==> src/logic/rx_clock_defs.vh <==
// Function
// - default transceiver master clock is the internal master clock divided by one hundred
// - source select 1 takes the external master clock pin; 0 ignores that pin
// - recovered clock pin carries the recovered clock while its enable is set
// - recovered clock forwards to the input clock slot named by the destination field
// - disabled recovered clock pin outputs the level of the recovered clock invert bit
// - multipurpose pin, when enabled, carries frame sync or multiframe sync per select
// - disabled multipurpose pin outputs the level of the multipurpose invert bit
// - mode pattern 0x makes serial output carry received DS1/E1 bits as NRZ
// - serial output updates on the recovered clock edge chosen by the invert bit
// - serial output is held low while its serial data enable is clear
// - in modes other than DS1/E1 the serial output is held low
// - power-down set puts the differential line inputs in high impedance
`ifndef RX_CLOCK_DEFS_VH
`define RX_CLOCK_DEFS_VH
`define RXC_MCLK_DIV 100
`define RXC_MCLK_CNT_W 7
`define RXC_SLOT_COUNT 14
`define RXC_SLOT_SEL_W 4
`define RXC_MODE_W 2
`define RXC_MODE_NON_DS1E1_BIT 1
`define RXC_MPO_SRC_MULTIFRAME 1'b1
`define RXC_FIFO_DEPTH 4
`define RXC_FIFO_AW 2
`define RXC_FIFO_WIDTH 1
`endif

==> src/logic/rx_bit_fifo.v <==
`timescale 1ns/100ps
module rx_bit_fifo #(
   parameter WIDTH = 1,
   parameter DEPTH = 4,
   parameter AW = 2
) (
   input wire core_clk,
   input wire resetn,
   input wire in_valid,
   output wire in_ready,
   input wire [WIDTH-1:0] in_data,
   output wire out_valid,
   input wire out_ready,
   output wire [WIDTH-1:0] out_data
);
   reg [WIDTH-1:0] mem_reg [0:DEPTH-1];
   reg [AW-1:0] wr_ptr_reg;
   reg [AW-1:0] rd_ptr_reg;
   reg [AW:0] count_reg;
   wire push;
   wire pop;
   integer i;

   assign in_ready = (count_reg != DEPTH[AW:0]);
   assign out_valid = (count_reg != {(AW+1){1'b0}});
   assign out_data = mem_reg[rd_ptr_reg];
   assign push = in_valid & in_ready;
   assign pop = out_valid & out_ready;

   always @(posedge core_clk or negedge resetn) begin
      if (!resetn) begin
         wr_ptr_reg <= {AW{1'b0}};
         rd_ptr_reg <= {AW{1'b0}};
         count_reg <= {(AW+1){1'b0}};
         for (i = 0; i < DEPTH; i = i + 1) begin
            mem_reg[i] <= {WIDTH{1'b0}};
         end
      end else begin
         if (push) begin
            mem_reg[wr_ptr_reg] <= in_data;
            wr_ptr_reg <= (wr_ptr_reg == DEPTH[AW-1:0] - 1'b1) ? {AW{1'b0}} : wr_ptr_reg + 1'b1;
         end
         if (pop) begin
            rd_ptr_reg <= (rd_ptr_reg == DEPTH[AW-1:0] - 1'b1) ? {AW{1'b0}} : rd_ptr_reg + 1'b1;
         end
         if (push && !pop) begin
            count_reg <= count_reg + 1'b1;
         end else if (pop && !push) begin
            count_reg <= count_reg - 1'b1;
         end
      end
   end
endmodule

==> src/logic/timing_rx_clock_output_mux.v <==
`timescale 1ns/100ps
`include "rx_clock_defs.vh"
module timing_rx_clock_output_mux (
   input wire core_clk,
   input wire resetn,
   input wire master_clock_tick,
   input wire ext_master_clock_pin_a,
   input wire ext_master_clock_pin_b,
   input wire master_clock_source_sel_a,
   input wire master_clock_source_sel_b,
   output wire xcvr_master_clock_tick_a,
   output wire xcvr_master_clock_tick_b,
   input wire rx_recovered_clock_a,
   input wire rx_recovered_clock_b,
   input wire rx_bit_data_a,
   input wire rx_bit_data_b,
   input wire rx_bit_valid_a,
   input wire rx_bit_valid_b,
   output wire rx_bit_ready_a,
   output wire rx_bit_ready_b,
   input wire rx_frame_sync_a,
   input wire rx_frame_sync_b,
   input wire rx_multiframe_sync_a,
   input wire rx_multiframe_sync_b,
   input wire [1:0] rx_line_mode_a,
   input wire [1:0] rx_line_mode_b,
   input wire recovered_clock_out_en_a,
   input wire recovered_clock_out_en_b,
   input wire recovered_clock_invert_a,
   input wire recovered_clock_invert_b,
   input wire [3:0] recovered_clock_dest_sel_a,
   input wire [3:0] recovered_clock_dest_sel_b,
   input wire rx_multipurpose_out_en_a,
   input wire rx_multipurpose_out_en_b,
   input wire rx_multipurpose_source_sel_a,
   input wire rx_multipurpose_source_sel_b,
   input wire rx_multipurpose_invert_a,
   input wire rx_multipurpose_invert_b,
   input wire rx_serial_data_en_a,
   input wire rx_serial_data_en_b,
   input wire rx_power_down_a,
   input wire rx_power_down_b,
   output wire recovered_clock_out_a,
   output wire recovered_clock_out_b,
   output wire [13:0] recovered_clock_slot_a,
   output wire [13:0] recovered_clock_slot_b,
   output wire rx_multipurpose_out_a,
   output wire rx_multipurpose_out_b,
   output wire rx_serial_data_out_a,
   output wire rx_serial_data_out_b,
   output wire rx_line_input_en_a,
   output wire rx_line_input_en_b
);
   // every vector below holds receiver a in its low bit or field and receiver b in its high bit or field
   wire [1:0] ext_pin = {ext_master_clock_pin_b, ext_master_clock_pin_a};
   wire [1:0] src_sel = {master_clock_source_sel_b, master_clock_source_sel_a};
   wire [1:0] rclk_in = {rx_recovered_clock_b, rx_recovered_clock_a};
   wire [1:0] bit_data = {rx_bit_data_b, rx_bit_data_a};
   wire [1:0] bit_valid = {rx_bit_valid_b, rx_bit_valid_a};
   wire [1:0] fsync = {rx_frame_sync_b, rx_frame_sync_a};
   wire [1:0] mfsync = {rx_multiframe_sync_b, rx_multiframe_sync_a};
   wire [3:0] mode = {rx_line_mode_b, rx_line_mode_a};
   wire [1:0] rc_en = {recovered_clock_out_en_b, recovered_clock_out_en_a};
   wire [1:0] rc_inv = {recovered_clock_invert_b, recovered_clock_invert_a};
   wire [7:0] dest = {recovered_clock_dest_sel_b, recovered_clock_dest_sel_a};
   wire [1:0] mp_en = {rx_multipurpose_out_en_b, rx_multipurpose_out_en_a};
   wire [1:0] mp_sel = {rx_multipurpose_source_sel_b, rx_multipurpose_source_sel_a};
   wire [1:0] mp_inv = {rx_multipurpose_invert_b, rx_multipurpose_invert_a};
   wire [1:0] sd_en = {rx_serial_data_en_b, rx_serial_data_en_a};
   wire [1:0] pd = {rx_power_down_b, rx_power_down_a};
   wire [1:0] mclk_tick;
   wire [1:0] bit_ready;
   wire [1:0] rclk_pin;
   wire [27:0] slot;
   wire [1:0] mp_pin;
   wire [1:0] sd_pin;

   reg [`RXC_MCLK_CNT_W-1:0] div_cnt_reg;
   reg div_tick_reg;

   function edge_seen;
      input prev;
      input cur;
      input falling;
      begin
         edge_seen = falling ? (prev & ~cur) : (~prev & cur);
      end
   endfunction

   function [`RXC_SLOT_COUNT-1:0] slot_decode;
      input [`RXC_SLOT_SEL_W-1:0] sel;
      input clk_level;
      integer k;
      begin
         slot_decode = {`RXC_SLOT_COUNT{1'b0}};
         // zero and codes above fourteen forward nowhere
         for (k = 0; k < `RXC_SLOT_COUNT; k = k + 1) begin
            if (sel == k + 1) begin
               slot_decode[k] = clk_level;
            end
         end
      end
   endfunction

   // shared divider: one internal master clock serves both receivers
   always @(posedge core_clk or negedge resetn) begin
      if (!resetn) begin
         div_cnt_reg <= {`RXC_MCLK_CNT_W{1'b0}};
         div_tick_reg <= 1'b0;
      end else begin
         div_tick_reg <= 1'b0;
         if (master_clock_tick) begin
            if (div_cnt_reg == `RXC_MCLK_DIV - 1) begin
               div_cnt_reg <= {`RXC_MCLK_CNT_W{1'b0}};
               div_tick_reg <= 1'b1;
            end else begin
               div_cnt_reg <= div_cnt_reg + 1'b1;
            end
         end
      end
   end

   genvar g;
   generate
      for (g = 0; g < 2; g = g + 1) begin : rx
         reg ext_prev_reg;
         reg mclk_tick_reg;
         reg rclk_prev_reg;
         reg rclk_pin_reg;
         reg [`RXC_SLOT_COUNT-1:0] slot_reg;
         reg mp_pin_reg;
         reg sd_reg;
         wire ds1e1 = ~mode[2*g+`RXC_MODE_NON_DS1E1_BIT];
         wire upd_edge = edge_seen(rclk_prev_reg, rclk_in[g], rc_inv[g]);
         wire fifo_valid;
         wire fifo_data;

         rx_bit_fifo #(
            .WIDTH(`RXC_FIFO_WIDTH),
            .DEPTH(`RXC_FIFO_DEPTH),
            .AW(`RXC_FIFO_AW)
         ) bit_fifo (
            .core_clk(core_clk),
            .resetn(resetn),
            .in_valid(bit_valid[g]),
            .in_ready(bit_ready[g]),
            .in_data(bit_data[g]),
            .out_valid(fifo_valid),
            .out_ready(upd_edge),
            .out_data(fifo_data)
         );

         always @(posedge core_clk or negedge resetn) begin
            if (!resetn) begin
               ext_prev_reg <= 1'b0;
               mclk_tick_reg <= 1'b0;
               rclk_prev_reg <= 1'b0;
               rclk_pin_reg <= 1'b0;
               slot_reg <= {`RXC_SLOT_COUNT{1'b0}};
               mp_pin_reg <= 1'b0;
               sd_reg <= 1'b0;
            end else begin
               ext_prev_reg <= ext_pin[g];
               // pin edges only count when selected
               if (src_sel[g]) begin
                  mclk_tick_reg <= edge_seen(ext_prev_reg, ext_pin[g], 1'b0);
               end else begin
                  mclk_tick_reg <= div_tick_reg;
               end
               rclk_prev_reg <= rclk_in[g];
               rclk_pin_reg <= rc_en[g] ? rclk_in[g] : rc_inv[g];
               slot_reg <= slot_decode(dest[4*g+3 -: 4], rclk_in[g]);
               if (!mp_en[g]) begin
                  mp_pin_reg <= mp_inv[g];
               end else if (mp_sel[g] == `RXC_MPO_SRC_MULTIFRAME) begin
                  mp_pin_reg <= mfsync[g];
               end else begin
                  mp_pin_reg <= fsync[g];
               end
               // fifo drains on every chosen edge so no stale bits linger
               if (!ds1e1 || !sd_en[g]) begin
                  sd_reg <= 1'b0;
               end else if (upd_edge && fifo_valid) begin
                  sd_reg <= fifo_data;
               end
            end
         end

         assign mclk_tick[g] = mclk_tick_reg;
         assign rclk_pin[g] = rclk_pin_reg;
         assign slot[14*g+13 -: 14] = slot_reg;
         assign mp_pin[g] = mp_pin_reg;
         assign sd_pin[g] = sd_reg;
      end
   endgenerate

   assign xcvr_master_clock_tick_a = mclk_tick[0];
   assign xcvr_master_clock_tick_b = mclk_tick[1];
   assign rx_bit_ready_a = bit_ready[0];
   assign rx_bit_ready_b = bit_ready[1];
   assign recovered_clock_out_a = rclk_pin[0];
   assign recovered_clock_out_b = rclk_pin[1];
   assign recovered_clock_slot_a = slot[13:0];
   assign recovered_clock_slot_b = slot[27:14];
   assign rx_multipurpose_out_a = mp_pin[0];
   assign rx_multipurpose_out_b = mp_pin[1];
   assign rx_serial_data_out_a = sd_pin[0];
   assign rx_serial_data_out_b = sd_pin[1];
   // line input buffers released while powered down
   assign rx_line_input_en_a = ~pd[0];
   assign rx_line_input_en_b = ~pd[1];
endmodule

==> config.mk <==
export PLATFORM = sky130hd
export DESIGN_NAME = timing_rx_clock_output_mux
export DESIGN_NICKNAME = d
export VERILOG_FILES = /design/src/logic/rx_bit_fifo.v /design/src/logic/timing_rx_clock_output_mux.v
export VERILOG_INCLUDE_DIRS = /design/src /design/src/logic
export SDC_FILE = /design/constraint.sdc
export NUM_CORES = 1
export LEC_CHECK = 0
export BUFFER_PORTS_ARGS = -buffer_cell sky130_fd_sc_hd__buf_2
export CAP_MARGIN = 20
export CORE_MARGIN = 2
export CORE_UTILIZATION = 47
export DETAILED_ROUTE_END_ITERATION = 8
export PLACE_DENSITY_LB_ADDON = 0.12
export REMOVE_ABC_BUFFERS = 1
export SETUP_SLACK_MARGIN = 0.1
export SYNTH_ARGS = -nofsm -noshare
export SYNTH_HDL_FRONTEND = slang
export SYNTH_SLANG_ARGS = --single-unit
export TNS_END_PERCENT = 20
==> constraint.sdc <==
create_clock -name core_clk -period 2.15 [get_ports core_clk]
set_clock_uncertainty 0.05 [all_clocks]
set_input_delay 0.215 -clock core_clk [delete_from_list [all_inputs] [get_ports core_clk]]
set_output_delay 0.215 -clock core_clk [all_outputs]
set_load 0.02 [all_outputs]
==> run summary <==
The register bit total from synthesis is 70. The first routing iteration left 53 violations. The number of enable flip-flop cells after synthesis is 0. Port buffering added 80 buffers. The critical path capture point type was a register.

Among all cell types in the netlist, the one instantiated most often is sky130_fd_sc_hd__dfrtp_1. By area the synthesized netlist is led by sky130_fd_sc_hd__dfrtp_1, sky130_fd_sc_hd__mux2_1, sky130_fd_sc_hd__ha_1. For the final hold violation count, the log shows 0.

The tools report the pin count of the biggest net entering global routing as 31. The setup path with the least slack is of type reg -> reg. The flow ran to the end, and the final reports show no timing, DRC or antenna violations. The run gives 9535 µm as the first-pass GRT wire length.

The utilization of the core after routing was 64.41%; the die extent in x was 84.45 µm. The standard-cell row count is 29. For this run, the number of Yosys warnings is 0. The run gives 30.3% as the relative contribution of the clock network to total power.

The post-synthesis area per instance works out to 12.57 µm². TritonCTS built the clock tree. In this run the number of H-tree levels came out at 3.

The worst-margin pin slew is 0.4795 ns. The floorplan step defined a die boundary enclosing 7131 µm². Per report_power, the combinational group accounts for 26.0% of the total. The count of final max-slew check failures was 0.

The signal arrival time at the worst endpoint was 2.23 ns. The root cell of the clock tree was sky130_fd_sc_hd__clkbuf_8. Clock latency reported for the late side of the worst-skew pair: 0.35 ns. The netlist area before placement is 3042 µm², and the fraction of post-synthesis cell area in the top cell type by area is 57.59%. The logs give 5560 µm for the aggregate routed wire length and 1.305 mW for the net switching power of the design. The async set or reset register ratio after synthesis came out at 100.0%. Sum of internal, switching and leakage power: 4.388 mW.

No sink is reached through more buffers than the 2 on the longest clock path. The largest total area in the synthesized netlist belongs to sky130_fd_sc_hd__dfrtp_1. The final critical path takes up 95.55% of the cycle.

In the post-route analysis, the smallest setup slack over all paths is 0.09560 ns. The relative contribution of sequential cells to total power came out at 43.6%. In this run the tightest slew margin relative to its limit is 68.03%. The number of library cell types mapped by synthesis came out at 38. Clock tree synthesis found a total of 70 sinks.

The cell count after synthesis came out at 242. Setup violations remaining at the end of the flow were counted as 0. The classification of the worst-slack hold path was in -> reg. After detailed placement, the total cell area comes to 3664 µm². The clock period could shrink to 2.054 ns.

The run gives 0.1 ns as the internal reg-to-reg setup slack. For this run, design rule violations remaining after detail routing come to 0. The routed layout has 2186 vias.

The count of pins on the block boundary was 83. The number of nets in the final layout is 414, and the ratio of total power to cell area is 1079 nW/µm². The total global routing track utilization was 16.89%; the biggest fanout along the worst timing path was 4. The via count of the first global-routing pass is 2211, and the mean routed wirelength per cell is 12.69 µm. Setup repair after global routing could not meet its margin everywhere. The largest voltage drop on the vdd net is 0.0006328 V. The tools report the first-pass detailed-route iteration total as 4. The per-cell via count in the routed design was 4.991. The wire-length estimate of the detail-placed layout is 4019 µm. The tools report the minimum setup slack after placement as 0.04941 ns. In the synthesized netlist the dominant register cell turns out to be sky130_fd_sc_hd__dfrtp_1. STA classifies the critical path startpoint as a register. The die is 84.45 µm tall. At the worst endpoint, the required time is 2.33 ns. Total clock buffers created by CTS: 9. The post-route netlist has 38.23% of its cells at a drive strength greater than 1. The run gives 0.02821 ns as the final worst hold slack. The number of antenna violations at the first check in global routing was 0. Once layout is done, the placed cells without fillers occupy 4066 µm².

The antenna diode count was 0; the synthesis-to-layout area growth was 33.69%. The tools report the sum of overflow across all layers after global routing as 0. Counting instances in the post-synthesis netlist gives the leading cell types as sky130_fd_sc_hd__dfrtp_1, sky130_fd_sc_hd__nor2_1, sky130_fd_sc_hd__mux2_1. At the end of routability-driven placement, the weighted congestion stood at 0.7463. The clock-pin transition on the worst setup and hold timing paths is 0.07 ns, and the remaining number of nets flagged by the antenna check after routing is 0. The logs give 2.055 nW for the leakage power of the design and 3.083 mW for the internal power contribution. The effective utilization at floorplan came out at 48.18%. The switching power as a share of total power was 29.74%; the area of the placeable core was 6314 µm². The tool flagged a number of max-cap violations equal to 0. Summing the sequential cell areas from Yosys gives 57.59% of the chip area.

Derived from the worst setup path, the maximum achievable clock frequency is 486.8 MHz.
cell families after synthesis:
group | after synthesis | synth area share [%]
AOI/OAI and AO/OA | 18 | 5.718
xor gates and xnor gates | 8 | 2.304
adders and majority gates | 15 | 6.664
buffers and inverters | 18 | 2.221
DFF | 70 | 57.59
muxes | 26 | 10.24
and+or+nand+nor | 87 | 15.26
layer usage:
metal | vias up | track usage [%] | share of wire [%]
met5 | - | 0 | 0
met4 | 0 | 7.648 | 1.6
met3 | 8 | 4.523 | 7.0
met2 | 72 | 27.78 | 48
met1 | 1040 | 21.00 | 43
li1 | 1066 | - | -
stage by stage:
step / setup TNS [ns] / cells
after CTS: 0 / 436
final: 0 / 438
after floorplan: -0.1244 / 240
after global placement: 0 / 413
after detailed placement: 0 / 413
after global routing: 0 / 438
power groups by stage:
stage,Clock (mW),Sequential [mW],Combinational [mW]
4_1_cts,1.36,1.88,1.11
5_1_grt,1.41,1.97,1.29
2_1_floorplan,0,1.86,0.742
3_5_place_dp,0,1.90,1.08
3_3_place_gp,0,1.89,1.05
6_report,1.33,1.91,1.14
layout make-up:
cell class,count,area [µm²]
Inverter,16,60.06
Clock inverter,5,103.9
Clock buffer,11,151.4
Timing Repair Buffer,105,620.6
Multi-Input combinational cell,154,1280
Tap cell,77,96.34
Sequential cell,70,1754
Fill cell,507,2247
placed cells by master (no fill, tap or decap), types with 4 or more instances in the layout:
cell type	Yosys	routed
sky130_fd_sc_hd__buf_2	0	80
sky130_fd_sc_hd__buf_4	0	16
sky130_fd_sc_hd__clkbuf_8	0	11
sky130_fd_sc_hd__dfrtp_1	70	68
sky130_fd_sc_hd__dlygate4sd3_1	0	8
sky130_fd_sc_hd__ha_1	13	11
sky130_fd_sc_hd__inv_1	14	12
sky130_fd_sc_hd__inv_2	2	4
sky130_fd_sc_hd__mux2_1	16	16
sky130_fd_sc_hd__mux2_2	5	5
sky130_fd_sc_hd__nand2_1	7	6
sky130_fd_sc_hd__nand2b_1	4	4
sky130_fd_sc_hd__nand3_1	11	11
sky130_fd_sc_hd__nand3b_1	8	8
sky130_fd_sc_hd__nor2_1	32	32
sky130_fd_sc_hd__nor3_1	8	6
sky130_fd_sc_hd__xor2_1	5	5
worst max-delay path: stages, from the launching register on:
cell and delay [ns]:
sky130_fd_sc_hd__dfrtp_2 0.45, sky130_fd_sc_hd__or3b_4 0.42, sky130_fd_sc_hd__nand2_2 0.08, sky130_fd_sc_hd__inv_2 0.04, sky130_fd_sc_hd__ha_2 0.18, sky130_fd_sc_hd__inv_2 0.05, sky130_fd_sc_hd__fa_1 0.40, sky130_fd_sc_hd__mux2_2 0.27
path summary, 6_finish.rpt:
check                                                   startpoint                                      end  depth (start not counted)
setup / recovery           rx[0].bit_fifo.count_reg[0]$_DFFE_PN0P_  rx[0].bit_fifo.count_reg[1]$_DFFE_PN0P_                          7
hold / removal                           master_clock_source_sel_b       xcvr_master_clock_tick_b$_DFF_PN0_                          2
min in group asynchronous                                   resetn      recovered_clock_slot_a[7]$_DFF_PN0_                          2
max in group asynchronous                                   resetn          recovered_clock_out_a$_DFF_PN0_                          3
hold reg to reg              rx[1].bit_fifo.mem_reg[1]$_DFFE_PN0P_    rx[1].bit_fifo.mem_reg[1]$_DFFE_PN0P_                          1
setup reg to reg           rx[0].bit_fifo.count_reg[0]$_DFFE_PN0P_  rx[0].bit_fifo.count_reg[1]$_DFFE_PN0P_                          7
repair_timing:
| action | in CTS | in global routing |
|---|---|---|
| hold buffers | 7 | 1 |
| setup endpoints to repair | 3 | 4 |
| buffers inserted | 0 | 1 |
| gates resized for setup | 2 | 13 |
| pin swaps | 1 | 7 |
| hold endpoints to repair | 25 | 1 |
Note: power is estimated with default switching activity, not from simulation.
